## config.mk

```make
export PLATFORM = sky130hd
export DESIGN_NAME = cbd_decoder
export DESIGN_NICKNAME = d
export VERILOG_FILES = /design/src/cbd_pkg.sv /design/src/cbd_decoder.sv
export SDC_FILE = /design/constraint.sdc
export NUM_CORES = 1
export LEC_CHECK = 0
export BUFFER_PORTS_ARGS = -buffer_cell sky130_fd_sc_hd__buf_2
export CAP_MARGIN = 0
export CORE_UTILIZATION = 61
export DETAILED_ROUTE_END_ITERATION = 10
export MAX_ROUTING_LAYER = met4
export PLACE_DENSITY = 0.91
export SLEW_MARGIN = 20
export SYNTH_ARGS = -nofsm -noshare
export SYNTH_HDL_FRONTEND = slang
export SYNTH_SLANG_ARGS = --single-unit
export TNS_END_PERCENT = 30
```

## constraint.sdc

```tcl
create_clock -name mclk -period 3.3 [get_ports mclk]
set_clock_uncertainty 0.1 [all_clocks]
set_input_delay 0.165 -clock mclk [delete_from_list [all_inputs] [get_ports mclk]]
set_output_delay 0.165 -clock mclk [all_outputs]
set_load 0.01 [all_outputs]
```

## src/cbd_pkg.sv

```systemverilog
package cbd_pkg;
   // Register offsets on the microcontroller port
   localparam logic [7:0] OFS_HDR_MIN    = 8'h30;
   localparam logic [7:0] OFS_HDR_SEC    = 8'h31;
   localparam logic [7:0] OFS_HDR_FRAME  = 8'h32;
   localparam logic [7:0] OFS_HDR_MODE   = 8'h33;
   localparam logic [7:0] OFS_SUBH_FILE  = 8'h34;
   localparam logic [7:0] OFS_SUBH_CHAN  = 8'h35;
   localparam logic [7:0] OFS_SUBH_SMODE = 8'h36;
   localparam logic [7:0] OFS_SUBH_CODE  = 8'h37;
   localparam logic [7:0] OFS_BLK_ADDR   = 8'h38;
   localparam logic [7:0] OFS_RSVD       = 8'h39;
   localparam logic [7:0] OFS_MODE_CTL   = 8'h3A;
   localparam logic [7:0] OFS_CORR_CTL   = 8'h3B;

   // Mode control fields
   localparam int MC_SUBCODE_WATCH = 5;
   localparam int MC_AUDIO_BUF     = 4;
   localparam int MC_CORR_REQ      = 3;
   localparam int MC_BUF_WRITE     = 2;
   localparam int MC_DECODE_EN     = 1;
   localparam int MC_DESCR_EN      = 0;
   localparam logic [7:0] MC_MASK  = 8'h3F;

   // Correction control fields
   localparam int CC_EXT_FORMAT = 7;
   localparam int CC_EDC_EN     = 3;
   localparam int CC_P_EN       = 2;
   localparam int CC_Q_EN       = 1;
   localparam int CC_ERASURE    = 0;
   localparam logic [7:0] CC_MASK = 8'h8F;

   localparam logic [7:0] MODE_CTL_RST = 8'h00;
   localparam logic [7:0] CORR_CTL_RST = 8'h00;
   localparam logic [7:0] BLK_ADDR_RST = 8'h00;
   localparam logic [7:0] HDR_RST      = 8'h00;

   // Block layout in bytes
   localparam logic [11:0] BLK_LAST    = 12'h92F;
   localparam logic [11:0] HDR_FIRST   = 12'h00C;
   localparam logic [11:0] HDR_LAST    = 12'h013;
   localparam logic [14:0] SCR_SEED    = 15'h0001;

   localparam int FIFO_WIDTH = 8;
   localparam int FIFO_DEPTH = 4;

   typedef enum logic [7:0] {
      CBD_STOP    = 8'h01,
      CBD_MONITOR = 8'h02,
      CBD_BUFONLY = 8'h04,
      CBD_ECC     = 8'h08,
      CBD_TEST    = 8'h10,
      CBD_AUDIO   = 8'h20,
      CBD_SUBCODE_WATCH_ENABLE  = 8'h40,
      CBD_INVALID = 8'h80
   } cbd_mode_t;

   typedef struct packed {
      logic ext_format_mode;
      logic edc_enable;
      logic p_parity_enable;
      logic q_parity_enable;
      logic erasure_correction_enable;
   } cbd_corr_cfg_t;
endpackage

```

## src/cbd_decoder.sv

```systemverilog
// Function
// Header minute/second/frame/mode in read-only registers
// Firmware reads header only after block interrupt
// Four subheader bytes in read-only registers
// Read/write register tracks current buffer block
// All mode bits zero: stop, nothing done
// Decode plus descramble only: monitor mode
// Add buffer write: buffering-only mode
// Add correction request: error-correction mode
// Buffer write, decode, no descramble: test mode
// Audio write alone: buffer raw audio data
// Subcode watch alone: subcode monitor mode
// Firmware sets main channel select first
// Correction request with decode, write: ECC
// Buffer write with decode activates buffering
// Decode enable processes incoming stream
// Descramble bit applies or bypasses descrambler
// Extended format bit selects block format
// EDC check runs after correction completes
// P parity enable drives P correction
// Q parity enable drives Q correction
// Erasure enable selects use of error flags
// Main channel select gates data buffering
// Undefined mode bit patterns buffer nothing
// Registers and interrupt update at block end
`timescale 1ns/1ns

module cbd_fifo #(
   parameter int WIDTH = 8,
   parameter int DEPTH = 4
) (
   input  wire logic             mclk,
   input  wire logic             nrst,
   input  wire logic             in_valid,
   output logic                  in_ready,
   input  wire logic [WIDTH-1:0] in_data,
   output logic                  out_valid,
   input  wire logic             out_ready,
   output logic [WIDTH-1:0]      out_data
);
   localparam int AW = $clog2(DEPTH);
   localparam logic [AW:0] FULL_CNT = DEPTH[AW:0];

   logic [WIDTH-1:0] mem_reg [DEPTH];
   logic [WIDTH-1:0] head_reg;
   logic [AW-1:0]    wr_ptr_reg;
   logic [AW-1:0]    rd_ptr_reg;
   logic [AW-1:0]    rd_ptr_next;
   logic [AW:0]      count_reg;
   logic [AW:0]      count_next;
   logic             valid_reg;
   logic             push;
   logic             pop;

   assign in_ready    = (count_reg != FULL_CNT);
   assign out_valid   = valid_reg;
   assign out_data    = head_reg;
   assign push        = in_valid && in_ready;
   assign pop         = valid_reg && out_ready;
   assign rd_ptr_next = pop ? AW'(rd_ptr_reg + 1'b1) : rd_ptr_reg;
   assign count_next  = (AW+1)'(count_reg + (AW+1)'(push)
                      - (AW+1)'(pop));

   always_ff @(posedge mclk) begin
      if (push) begin
         mem_reg[wr_ptr_reg] <= in_data;
      end
   end

   // Head and valid are flops so the outputs carry no decode;
   // a push into an empty FIFO is forwarded straight to the head
   always_ff @(posedge mclk or negedge nrst) begin
      if (!nrst) begin
         wr_ptr_reg <= '0;
         rd_ptr_reg <= '0;
         count_reg  <= '0;
         valid_reg  <= 1'b0;
         head_reg   <= '0;
      end else begin
         if (push) begin
            wr_ptr_reg <= AW'(wr_ptr_reg + 1'b1);
         end
         rd_ptr_reg <= rd_ptr_next;
         count_reg  <= count_next;
         valid_reg  <= (count_next != '0);
         head_reg   <= (push && wr_ptr_reg == rd_ptr_next)
                     ? in_data : mem_reg[rd_ptr_next];
      end
   end
endmodule

module cbd_decoder
   import cbd_pkg::*;
(
   input  wire logic     mclk,
   input  wire logic     nrst,
   input  wire logic [7:0] mcu_addr,
   input  wire logic [7:0] mcu_wdata,
   input  wire logic     mcu_wr,
   input  wire logic     mcu_rd,
   output logic [7:0]    mcu_rdata,
   input  wire logic     dsp_bck,
   input  wire logic     dsp_sdata,
   input  wire logic     dsp_bsync,
   input  wire logic     main_chan_sel,
   input  wire logic     ecc_done,
   output logic [7:0]    buf_data,
   output logic          buf_valid,
   input  wire logic     buf_ready,
   output logic          drop_pulse,
   output logic          block_irq,
   output logic          ecc_start,
   output logic          edc_start,
   output logic          descr_active,
   output cbd_mode_t     dec_mode,
   output cbd_corr_cfg_t corr_cfg
);
   function automatic cbd_mode_t decode_mode(input logic [7:0] c);
      logic [5:0] b;
      b = c[5:0];
      casez (b)
         6'b01????: decode_mode = CBD_AUDIO;
         6'b10????: decode_mode = CBD_SUBCODE_WATCH_ENABLE;
         6'b000000: decode_mode = CBD_STOP;
         6'b000011: decode_mode = CBD_MONITOR;
         6'b000111: decode_mode = CBD_BUFONLY;
         6'b001111: decode_mode = CBD_ECC;
         6'b000110: decode_mode = CBD_TEST;
         default:   decode_mode = CBD_INVALID;
      endcase
   endfunction

   // Returns next descrambler state and the key byte, LSB first
   function automatic logic [22:0] scr_step(input logic [14:0] s);
      logic [14:0] st;
      logic [7:0]  key;
      st  = s;
      key = '0;
      for (int i = 0; i < 8; i++) begin
         key[i] = st[0];
         st     = {st[0] ^ st[1], st[14:1]};
      end
      scr_step = {st, key};
   endfunction

   logic [7:0]    mode_ctl_reg;
   logic [7:0]    corr_ctl_reg;
   logic [7:0]    blk_addr_reg;
   logic [7:0]    hdr_reg [8];
   logic [7:0]    shadow_reg [8];
   logic [7:0]    rdata_reg;
   cbd_mode_t     mode_reg;
   logic [2:0]    bck_sync_reg;
   logic [2:0]    sdat_sync_reg;
   logic [2:0]    bsync_sync_reg;
   logic          bck_q_reg;
   logic          bsync_q_reg;
   logic [2:0]    bit_cnt_reg;
   logic [7:0]    shift_reg;
   logic [11:0]   pos_cnt_reg;
   logic          byte_stb_reg;
   logic [7:0]    byte_reg;
   logic [11:0]   byte_pos_reg;
   logic [14:0]   scr_reg;
   logic          irq_reg;
   logic          ecc_start_reg;
   logic          edc_start_reg;
   logic          drop_reg;
   logic          descr_reg;
   logic          sel_sync_reg;

   logic          bck_rise;
   logic          bsync_rise;
   logic          decoding;
   logic          buffering;
   logic          blk_end;
   logic          hdr_byte;
   logic [22:0]   scr_next;
   logic [7:0]    proc_byte;
   logic          fifo_in_ready;
   logic          fifo_push;
   logic          bus_wr;
   cbd_mode_t     mode_next;

   // Register writes
   assign bus_wr = mcu_wr;

   always_ff @(posedge mclk or negedge nrst) begin
      if (!nrst) begin
         mode_ctl_reg <= MODE_CTL_RST;
         corr_ctl_reg <= CORR_CTL_RST;
      end else if (bus_wr) begin
         if (mcu_addr == OFS_MODE_CTL) begin
            mode_ctl_reg <= mcu_wdata & MC_MASK;
         end
         if (mcu_addr == OFS_CORR_CTL) begin
            corr_ctl_reg <= mcu_wdata & CC_MASK;
         end
      end
   end

   // Mode changes take effect one clock after the control write
   assign mode_next = decode_mode(mode_ctl_reg);

   always_ff @(posedge mclk or negedge nrst) begin
      if (!nrst) begin
         mode_reg <= CBD_STOP;
      end else begin
         mode_reg <= mode_next;
      end
   end

   assign decoding  = (mode_reg == CBD_MONITOR) || (mode_reg == CBD_BUFONLY)
                   || (mode_reg == CBD_ECC) || (mode_reg == CBD_TEST);
   // Invalid, stop, monitor and subcode watch never buffer
   assign buffering = ((mode_reg == CBD_BUFONLY) || (mode_reg == CBD_ECC)
                   || (mode_reg == CBD_TEST) || (mode_reg == CBD_AUDIO))
                   && sel_sync_reg;

   always_ff @(posedge mclk or negedge nrst) begin
      if (!nrst) begin
         sel_sync_reg <= 1'b0;
      end else begin
         sel_sync_reg <= main_chan_sel;
      end
   end

   // Serial stream pins are asynchronous; a bit clock or block sync level counts when the
   // second and third stages agree
   always_ff @(posedge mclk or negedge nrst) begin
      if (!nrst) begin
         bck_sync_reg   <= '0;
         sdat_sync_reg  <= '0;
         bsync_sync_reg <= '0;
         bck_q_reg      <= 1'b0;
         bsync_q_reg    <= 1'b0;
      end else begin
         bck_sync_reg   <= {bck_sync_reg[1:0], dsp_bck};
         sdat_sync_reg  <= {sdat_sync_reg[1:0], dsp_sdata};
         bsync_sync_reg <= {bsync_sync_reg[1:0], dsp_bsync};
         if (bck_sync_reg[1] == bck_sync_reg[2]) begin
            bck_q_reg <= bck_sync_reg[2];
         end
         if (bsync_sync_reg[1] == bsync_sync_reg[2]) begin
            bsync_q_reg <= bsync_sync_reg[2];
         end
      end
   end

   assign bck_rise   = (bck_sync_reg[1] == bck_sync_reg[2])
                    && bck_sync_reg[2] && !bck_q_reg;
   assign bsync_rise = (bsync_sync_reg[1] == bsync_sync_reg[2])
                    && bsync_sync_reg[2] && !bsync_q_reg;

   // Byte assembly, MSB first; block sync realigns bits and bytes
   always_ff @(posedge mclk or negedge nrst) begin
      if (!nrst) begin
         bit_cnt_reg  <= '0;
         shift_reg    <= '0;
         pos_cnt_reg  <= '0;
         byte_stb_reg <= 1'b0;
         byte_reg     <= '0;
         byte_pos_reg <= '0;
      end else begin
         byte_stb_reg <= 1'b0;
         if (bsync_rise || mode_reg == CBD_STOP) begin
            bit_cnt_reg <= '0;
            pos_cnt_reg <= '0;
         end else if (bck_rise) begin
            shift_reg   <= {shift_reg[6:0], sdat_sync_reg[2]};
            bit_cnt_reg <= 3'(bit_cnt_reg + 1'b1);
            if (bit_cnt_reg == 3'h7) begin
               byte_stb_reg <= 1'b1;
               byte_reg     <= {shift_reg[6:0], sdat_sync_reg[2]};
               byte_pos_reg <= pos_cnt_reg;
               pos_cnt_reg  <= (pos_cnt_reg == BLK_LAST) ? 12'h000
                             : 12'(pos_cnt_reg + 1'b1);
            end
         end
      end
   end

   // Descrambler covers every byte after the sync field
   assign scr_next = scr_step(scr_reg);

   always_ff @(posedge mclk or negedge nrst) begin
      if (!nrst) begin
         scr_reg   <= SCR_SEED;
         descr_reg <= 1'b0;
      end else begin
         // Follows the decoded mode, not the raw bit, so it never runs
         // ahead of a mode change still in flight
         descr_reg <= (mode_reg == CBD_MONITOR)
                   || (mode_reg == CBD_BUFONLY)
                   || (mode_reg == CBD_ECC);
         if (byte_stb_reg) begin
            if (byte_pos_reg < HDR_FIRST) begin
               scr_reg <= SCR_SEED;
            end else begin
               scr_reg <= scr_next[22:8];
            end
         end
      end
   end

   // Audio data is raw and never descrambled
   assign proc_byte = (descr_reg && byte_pos_reg >= HDR_FIRST)
                    ? (byte_reg ^ scr_next[7:0]) : byte_reg;

   assign hdr_byte  = byte_stb_reg && decoding
                   && byte_pos_reg >= HDR_FIRST && byte_pos_reg <= HDR_LAST;
   assign blk_end   = byte_stb_reg && byte_pos_reg == BLK_LAST
                   && (decoding || mode_reg == CBD_AUDIO);

   always_ff @(posedge mclk or negedge nrst) begin
      if (!nrst) begin
         for (int i = 0; i < 8; i++) begin
            shadow_reg[i] <= HDR_RST;
         end
      end else if (hdr_byte) begin
         shadow_reg[3'(byte_pos_reg - HDR_FIRST)] <= proc_byte;
      end
   end

   // Committed only at block end so firmware never sees a torn header
   always_ff @(posedge mclk or negedge nrst) begin
      if (!nrst) begin
         for (int i = 0; i < 8; i++) begin
            hdr_reg[i] <= HDR_RST;
         end
      end else if (blk_end && decoding) begin
         for (int i = 0; i < 8; i++) begin
            hdr_reg[i] <= shadow_reg[i];
         end
      end
   end

   // Firmware write wins over the hardware advance in the same cycle
   always_ff @(posedge mclk or negedge nrst) begin
      if (!nrst) begin
         blk_addr_reg <= BLK_ADDR_RST;
      end else if (bus_wr && mcu_addr == OFS_BLK_ADDR) begin
         blk_addr_reg <= mcu_wdata;
      end else if (blk_end && buffering) begin
         blk_addr_reg <= 8'(blk_addr_reg + 1'b1);
      end
   end

   always_ff @(posedge mclk or negedge nrst) begin
      if (!nrst) begin
         irq_reg       <= 1'b0;
         ecc_start_reg <= 1'b0;
         edc_start_reg <= 1'b0;
      end else begin
         irq_reg       <= blk_end && decoding;
         ecc_start_reg <= blk_end && mode_reg == CBD_ECC;
         edc_start_reg <= ecc_done && corr_ctl_reg[CC_EDC_EN];
      end
   end

   // The serial stream cannot be stalled; a full FIFO drops the byte
   assign fifo_push = byte_stb_reg && buffering;

   always_ff @(posedge mclk or negedge nrst) begin
      if (!nrst) begin
         drop_reg <= 1'b0;
      end else begin
         drop_reg <= fifo_push && !fifo_in_ready;
      end
   end

   cbd_fifo #(
      .WIDTH (FIFO_WIDTH),
      .DEPTH (FIFO_DEPTH)
   ) u_fifo (
      .mclk      (mclk),
      .nrst      (nrst),
      .in_valid  (fifo_push),
      .in_ready  (fifo_in_ready),
      .in_data   (proc_byte),
      .out_valid (buf_valid),
      .out_ready (buf_ready),
      .out_data  (buf_data)
   );

   // Read data is registered; unmapped and reserved bytes read zero
   always_ff @(posedge mclk or negedge nrst) begin
      if (!nrst) begin
         rdata_reg <= 8'h00;
      end else if (mcu_rd) begin
         case (mcu_addr)
            OFS_HDR_MIN:    rdata_reg <= hdr_reg[0];
            OFS_HDR_SEC:    rdata_reg <= hdr_reg[1];
            OFS_HDR_FRAME:  rdata_reg <= hdr_reg[2];
            OFS_HDR_MODE:   rdata_reg <= hdr_reg[3];
            OFS_SUBH_FILE:  rdata_reg <= hdr_reg[4];
            OFS_SUBH_CHAN:  rdata_reg <= hdr_reg[5];
            OFS_SUBH_SMODE: rdata_reg <= hdr_reg[6];
            OFS_SUBH_CODE:  rdata_reg <= hdr_reg[7];
            OFS_BLK_ADDR:   rdata_reg <= blk_addr_reg;
            OFS_MODE_CTL:   rdata_reg <= mode_ctl_reg;
            OFS_CORR_CTL:   rdata_reg <= corr_ctl_reg;
            default:        rdata_reg <= 8'h00;
         endcase
      end
   end

   assign mcu_rdata    = rdata_reg;
   assign block_irq    = irq_reg;
   assign ecc_start    = ecc_start_reg;
   assign edc_start    = edc_start_reg;
   assign drop_pulse   = drop_reg;
   assign descr_active = descr_reg;
   assign dec_mode     = mode_reg;
   assign corr_cfg     = '{corr_ctl_reg[CC_EXT_FORMAT],
                           corr_ctl_reg[CC_EDC_EN],
                           corr_ctl_reg[CC_P_EN],
                           corr_ctl_reg[CC_Q_EN],
                           corr_ctl_reg[CC_ERASURE]};
endmodule

```

# == Yosys cells after proc, flatten, opt, wreduce, memory -nomap -nowiden ==
# Memory sizes are Yosys's and may differ from the RTL's. A register that Yosys moved wholly into a read port is not among the register bits.
# Index checks and enable logic that the tools add are counted.
# word_totals
ramBits,32
inputBits,26
out_inout_bits,35
mem_count,1
word_cells,161
ff_bits,246
# op_classes
reduce_logical,43
addsub,8
eq_ne,29
magnitude_cmp,5
muxes,21
bitwise,11
# mem_list
memory,words,word_bits,read_ports,rd_ports_with_merged_regs,write_ports,line_no,source
u_fifo.mem_reg,4,8,1,1,1,cbd_decoder.sv:44,logic [WIDTH-1:0] mem_reg [DEPTH];
# op_table
op,n
$eq 8x6->1 const B,12
$pmux 8 s11,1
$bwmux 64,1
$pmux 8 s7,1
$mux 12,4
$mux 8,4
$demux 8 s3,1
$eq 12x12->1 const B,2
$logic_and 1x1->1,21
$mux 15,1
$add 12x1->12 const B,1
$eq 6x3->1 const B,2
$ge 12x4->1 const B,1
$le 12x5->1 const B,1
$lt 12x4->1 const B,1
$add 8x1->8 const B,1
$eq 8x1->1 const B,1
$eq 8x2->1 const B,1
$eq 8x3->1 const B,1
$eq 8x4->1 const B,1
$eq 8x5->1 const B,1
$logic_or 1x1->1,8
$reduce_and 2->1,4
$xor 1x1->1,8
other kinds (25),37

# == Logic depth before layout (Yosys ltp) ==
# depth
depth_word,10
ltp_mapped,11
mapped_depth_nobuf,9

# == Cells and area by module ==
# A second synthesis with hierarchy kept.
# hier_totals
cells_unflattened,966
hier_area_um2,12570.8
# modules_own_cells
mod,n_inst,area_each_um2,seq_area_each_um2,cells_per_inst
cbd_decoder,1,10437.5,5958.2,828
cbd_fifo,1,2133.3,1361.3,138

# == Least setup slack after synthesis ==
# Ideal clock, no wire load.
# synth_path
kind,register to register
from,reg mode_reg[3] (netlist: dec_mode[3])
to,reg u_fifo.valid_reg (netlist: u_fifo.out_valid)
synth_period_minus_slack_ns,2.864
t_arrival_ns,2.633
path_buffers,2
t_required_ns,3.069
path_slack_ns,0.436
setup_ns,0.131
path_stages_with_launch,12
path_cell_list,dfrtp_1 -> clkbuf_1 -> xor2_1 -> and3_1 -> clkbuf_1 -> o211a_1 -> and2_1 -> ha_1 -> fa_1 -> xnor2_1 -> xnor2_1 -> or3_1
# synth_between
elab_chain_cells,10
elab_cells_between_ends,13
cone_classes,2 x add/sub; 4 x eq/ne; 7 x reduce/logical
# synth_rtl
element,line_no,source
from (decl),cbd_decoder.sv:152,cbd_mode_t mode_reg;
from (signal assigned),cbd_decoder.sv:209,mode_reg <= mode_next;
$eq 8x3->1 or $eq 8x4->1 (tied branches),cbd_decoder.sv:216,assign buffering = ((mode_reg == CBD_BUFONLY) || (mode_reg == CBD_ECC)
$logic_or 1x1->1,cbd_decoder.sv:216,
$logic_or 1x1->1,cbd_decoder.sv:217,|| (mode_reg == CBD_TEST) || (mode_reg == CBD_AUDIO))
$logic_or 1x1->1 *,cbd_decoder.sv:217,
$logic_and 1x1->1 *,cbd_decoder.sv:218,&& sel_sync_reg;
$logic_and 1x1->1 *,cbd_decoder.sv:362,assign fifo_push = byte_stb_reg && buffering;
$logic_and 1x1->1 *,cbd_decoder.sv:58,assign push = in_valid && in_ready;
named net u_fifo.push,cbd_decoder.sv:52,logic push;
$add 3x1->3 *,cbd_decoder.sv:61,assign count_next = (AW+1)'(count_reg + (AW+1)'(push)
$sub 3x1->3 *,cbd_decoder.sv:62,- (AW+1)'(pop));
named net u_fifo.count_next[2],cbd_decoder.sv:50,logic [AW:0] count_next;
$reduce_bool 3->1 *,cbd_decoder.sv:85,valid_reg <= (count_next != '0);
to (signal assigned),cbd_decoder.sv:85,
to (decl),cbd_decoder.sv:51,logic valid_reg;
# Mark *: on every way through the listed nets, which the timed path passes. The rest lies on a longest branch.
# A chain may end at the register's enable or synchronous reset.

# == Worst setup path after layout ==
# layout_path
from,reg mode_reg[5] (netlist: dec_mode[5])
to,reg u_fifo.valid_reg (netlist: u_fifo.out_valid)
# Same word-level chain as after synthesis.

==> flow_metrics.env <==
export IMPL_status="complete, no violations"
export IMPL_grt_pass1_wl_mm=49.4
export IMPL_area_delta_synth_final_pct=14.2
export IMPL_path_max_fanout=8
export IMPL_postSynthCellCount=1044
export IMPL_cts_sinks=286
export IMPL_hpwl_mm=18.6
export IMPL_crit_required_ps=3630
export IMPL_drv_cap=0
export IMPL_arrival_ps=3450
export IMPL_synth_cell_types=65
export IMPL_critPathCaptureType="register"
export IMPL_ys_ff_latch=286
export IMPL_start_util_pct=62.2
export IMPL_critical_path_class="reg -> reg"
export IMPL_fin_tns_setup_ps=0
export IMPL_final_cell_mix="dfrtp_1, mux2_2, o21ai_0"
export IMPL_path_buf_inv=0
export IMPL_tightest_slew_ps=1140
export IMPL_vias=9059
export IMPL_final_util_pct=71.0
export IMPL_num_io_pins=61
export IMPL_fin_hold_ws_ps=83.8
export IMPL_period_needed_ps=3120
export IMPL_antenna_found_initial=0
export IMPL_pwr_density_cell_nw_per_um2=546
export IMPL_dr_pass1_iters=5
export IMPL_ys_flop_type="dfrtp_1"
export IMPL_final_max_slew_viol_count=0
export IMPL_rsz0062_at_grt="no"
export IMPL_cpLargestDelayFamily="simple AND/OR/NAND/NOR gates"
export IMPL_slowest_stage="nor4_1"
export IMPL_pre_cts_ws_ps=220
export IMPL_finalHoldViolations=0
export IMPL_h_tree_depth=1
export IMPL_async_flop_share_pct=88.8
export IMPL_hold_class="in -> async"
export IMPL_cts_root_buffer="clkbuf_16"
export IMPL_r2r_cells=7
export IMPL_die_height_um=145
export IMPL_nets=1161
export IMPL_timing_rr_start="dec_mode[5]"
export IMPL_slowest_delay_ps=460
export IMPL_timing_rr_end="u_fifo.out_valid"
export IMPL_die_w_um=145
export IMPL_grt_pass1_vias=9321
export IMPL_grt_max_degree=96
export IMPL_drt_iter0_markers=849
export IMPL_syn_avg_cell_area_sq_um=12.0
export IMPL_die_area_sq_um=21100
export IMPL_syn_area_sq_um=12500
export IMPL_slew_limit_headroom_pct=23.5
export IMPL_grt_usage_pct=30.8
export IMPL_port_buffers=60
export IMPL_finalCritPeriodShare_pct=94.6
export IMPL_ys_seq_area_share_pct=58.4
export IMPL_cts_tree="done"
export IMPL_drc=0
export IMPL_ctsLongestPathBuffers=3
export IMPL_wl_per_cell_um=21.6
export IMPL_viasPerCell=6.41
export IMPL_drive_above_1_share_pct=21.5
export IMPL_p_leak_uw=0.00666
export IMPL_clk_pin_slew_ps=60
export IMPL_routabilityCongestion=0.903
export IMPL_wirelength_mm=30.6
export IMPL_finalWorstSetupSlack_ps=177
export IMPL_setup_viol=0
export IMPL_power_ir_vdd_worst_uv=436
export IMPL_synth_nets=1083
export IMPL_ant_nets=0
export IMPL_synth_warnings=0
export IMPL_worstPathCellList="nor4_1 > and3_1 > o211a_1 > and2_1 > ha_1 > fa_1 > or3_1"
export IMPL_final_common_cell="dfrtp_1"
export IMPL_core_sq_um=20200
export IMPL_grt_overflow_total=0
export IMPL_clk_latency_ps=550
export IMPL_rrSetupSlack_ps=180
export IMPL_setup_worst_path_start_class="register"
export IMPL_cts_buffers=28
export IMPL_rows=52
export IMPL_max_freq_ghz=0.320
export IMPL_synth_edf_count=32
==> stage by stage <==
step           instances  instance area, sq um  power (uW)
6_report            1414                 14300        7820
5_1_grt             1413                 14300        8080
4_1_cts             1413                 14300        7850
3_5_place_dp        1345                 13200        4670
3_3_place_gp        1345                 13200        4620
2_1_floorplan       1044                 12500        4370
==> power by group <==
group | total, uW | switching, uW | internal, uW
sequential | 3770 | 94.6 | 3680
combinational | 864 | 517 | 348
clock | 3190 | 1300 | 1890
total | 7820 | 1910 | 5910
==> how the worst max path moves through the flow <==
stage,cells after the start,from,end
after CTS,7,dec_mode[5],u_fifo.out_valid
after global placement,7,dec_mode[5],u_fifo.out_valid
after detailed placement,7,dec_mode[5],u_fifo.out_valid
final,7,dec_mode[5],u_fifo.out_valid
after floorplan,11,dec_mode[3],u_fifo.out_valid
after global routing,7,dec_mode[5],u_fifo.out_valid
==> layout make-up <==
class,instances,area [sq um]
Sequential cell,286,7320
Clock buffer,44,831
Antenna cell,1,2.50
Fill cell,1186,5850
Clock inverter,7,104
Inverter,26,97.6
Multi-Input combinational cell,675,4920
Tap cell,270,338
Timing Repair Buffer,105,716
==> synth_stat cells, drive strengths merged, types with 5 or more instances <==
| master | instances | share of area [%] |
|---|---|---|
| xor2 | 26 | 1.9 |
| and4 | 5 | 0.35 |
| nor2b | 20 | 1.0 |
| and2 | 6 | 0.30 |
| o211ai | 6 | 0.36 |
| o31a | 5 | 0.35 |
| a221o | 9 | 0.72 |
| nand3b | 5 | 0.30 |
| clkbuf | 45 | 1.4 |
| and3 | 15 | 0.75 |
| nand2b | 10 | 0.50 |
| edfxtp | 32 | 7.7 |
| dfrtp | 252 | 50 |
| a211oi | 12 | 0.72 |
| nor3b | 8 | 0.52 |
| nor3 | 10 | 0.40 |
| xnor2 | 7 | 0.49 |
| or3 | 9 | 0.45 |
| nor2 | 27 | 0.81 |
| a31oi | 5 | 0.25 |
| o2111ai | 10 | 0.70 |
| o22ai | 5 | 0.25 |
| ha | 12 | 1.2 |
| a22oi | 13 | 0.78 |
| a22o | 13 | 0.91 |
| inv | 25 | 0.75 |
| mux2 | 110 | 9.9 |
| nand3 | 22 | 0.88 |
| a21oi | 18 | 0.72 |
| nand2 | 96 | 2.9 |
| nor4 | 9 | 0.57 |
| o21ai | 101 | 4.1 |
| buf | 12 | 0.47 |
| mux2i | 39 | 3.1 |
==> per-layer routing <==
layer / wire length (um) / vias to the layer above / part of all wire, % / GRT usage [%]
li1: - / 3934 / - / -
met2: 15300 / 464 / 50 / 51.2
met3: 2130 / 113 / 7.0 / 4.76
met4: 1280 / 0 / 4.2 / 14.6
met1: 11900 / 4548 / 39 / 37.1
met5: 0 / - / 0 / -
==> cell families (layout without fill, tap and decap cells) <==
logic type               count (synthesis)  count (layout)  share of synthesized area [%]
AO/OA/AOI/OAI                          216             216                           11.1
XOR/XNOR                                33              33                           2.36
adder cells (fa/ha/maj)                 14              14                           1.44
buffers and inverters                   83             182                           2.60
flip-flops                             286             286                           58.4
multiplexers                           149             149                           13.0
other                                    0               1                              0
AND/OR/NAND/NOR                        263             263                           11.1
==> worst reg2reg max path: stages, from the launching register on <==
cell     delay [ps]
dfrtp_1         450
nor4_1          460
and3_1          350
o211a_1         400
and2_1          250
ha_1            180
fa_1            430
or3_1           390
==> repair_timing <==
item	4_1_cts	5_1_grt
resized for setup	0	1
buffers inserted	0	0
endpoints found under the setup margin	0	4
hold endpoints to repair	106	0
hold buffers	17	0
(Power assumes the default switching activity.)
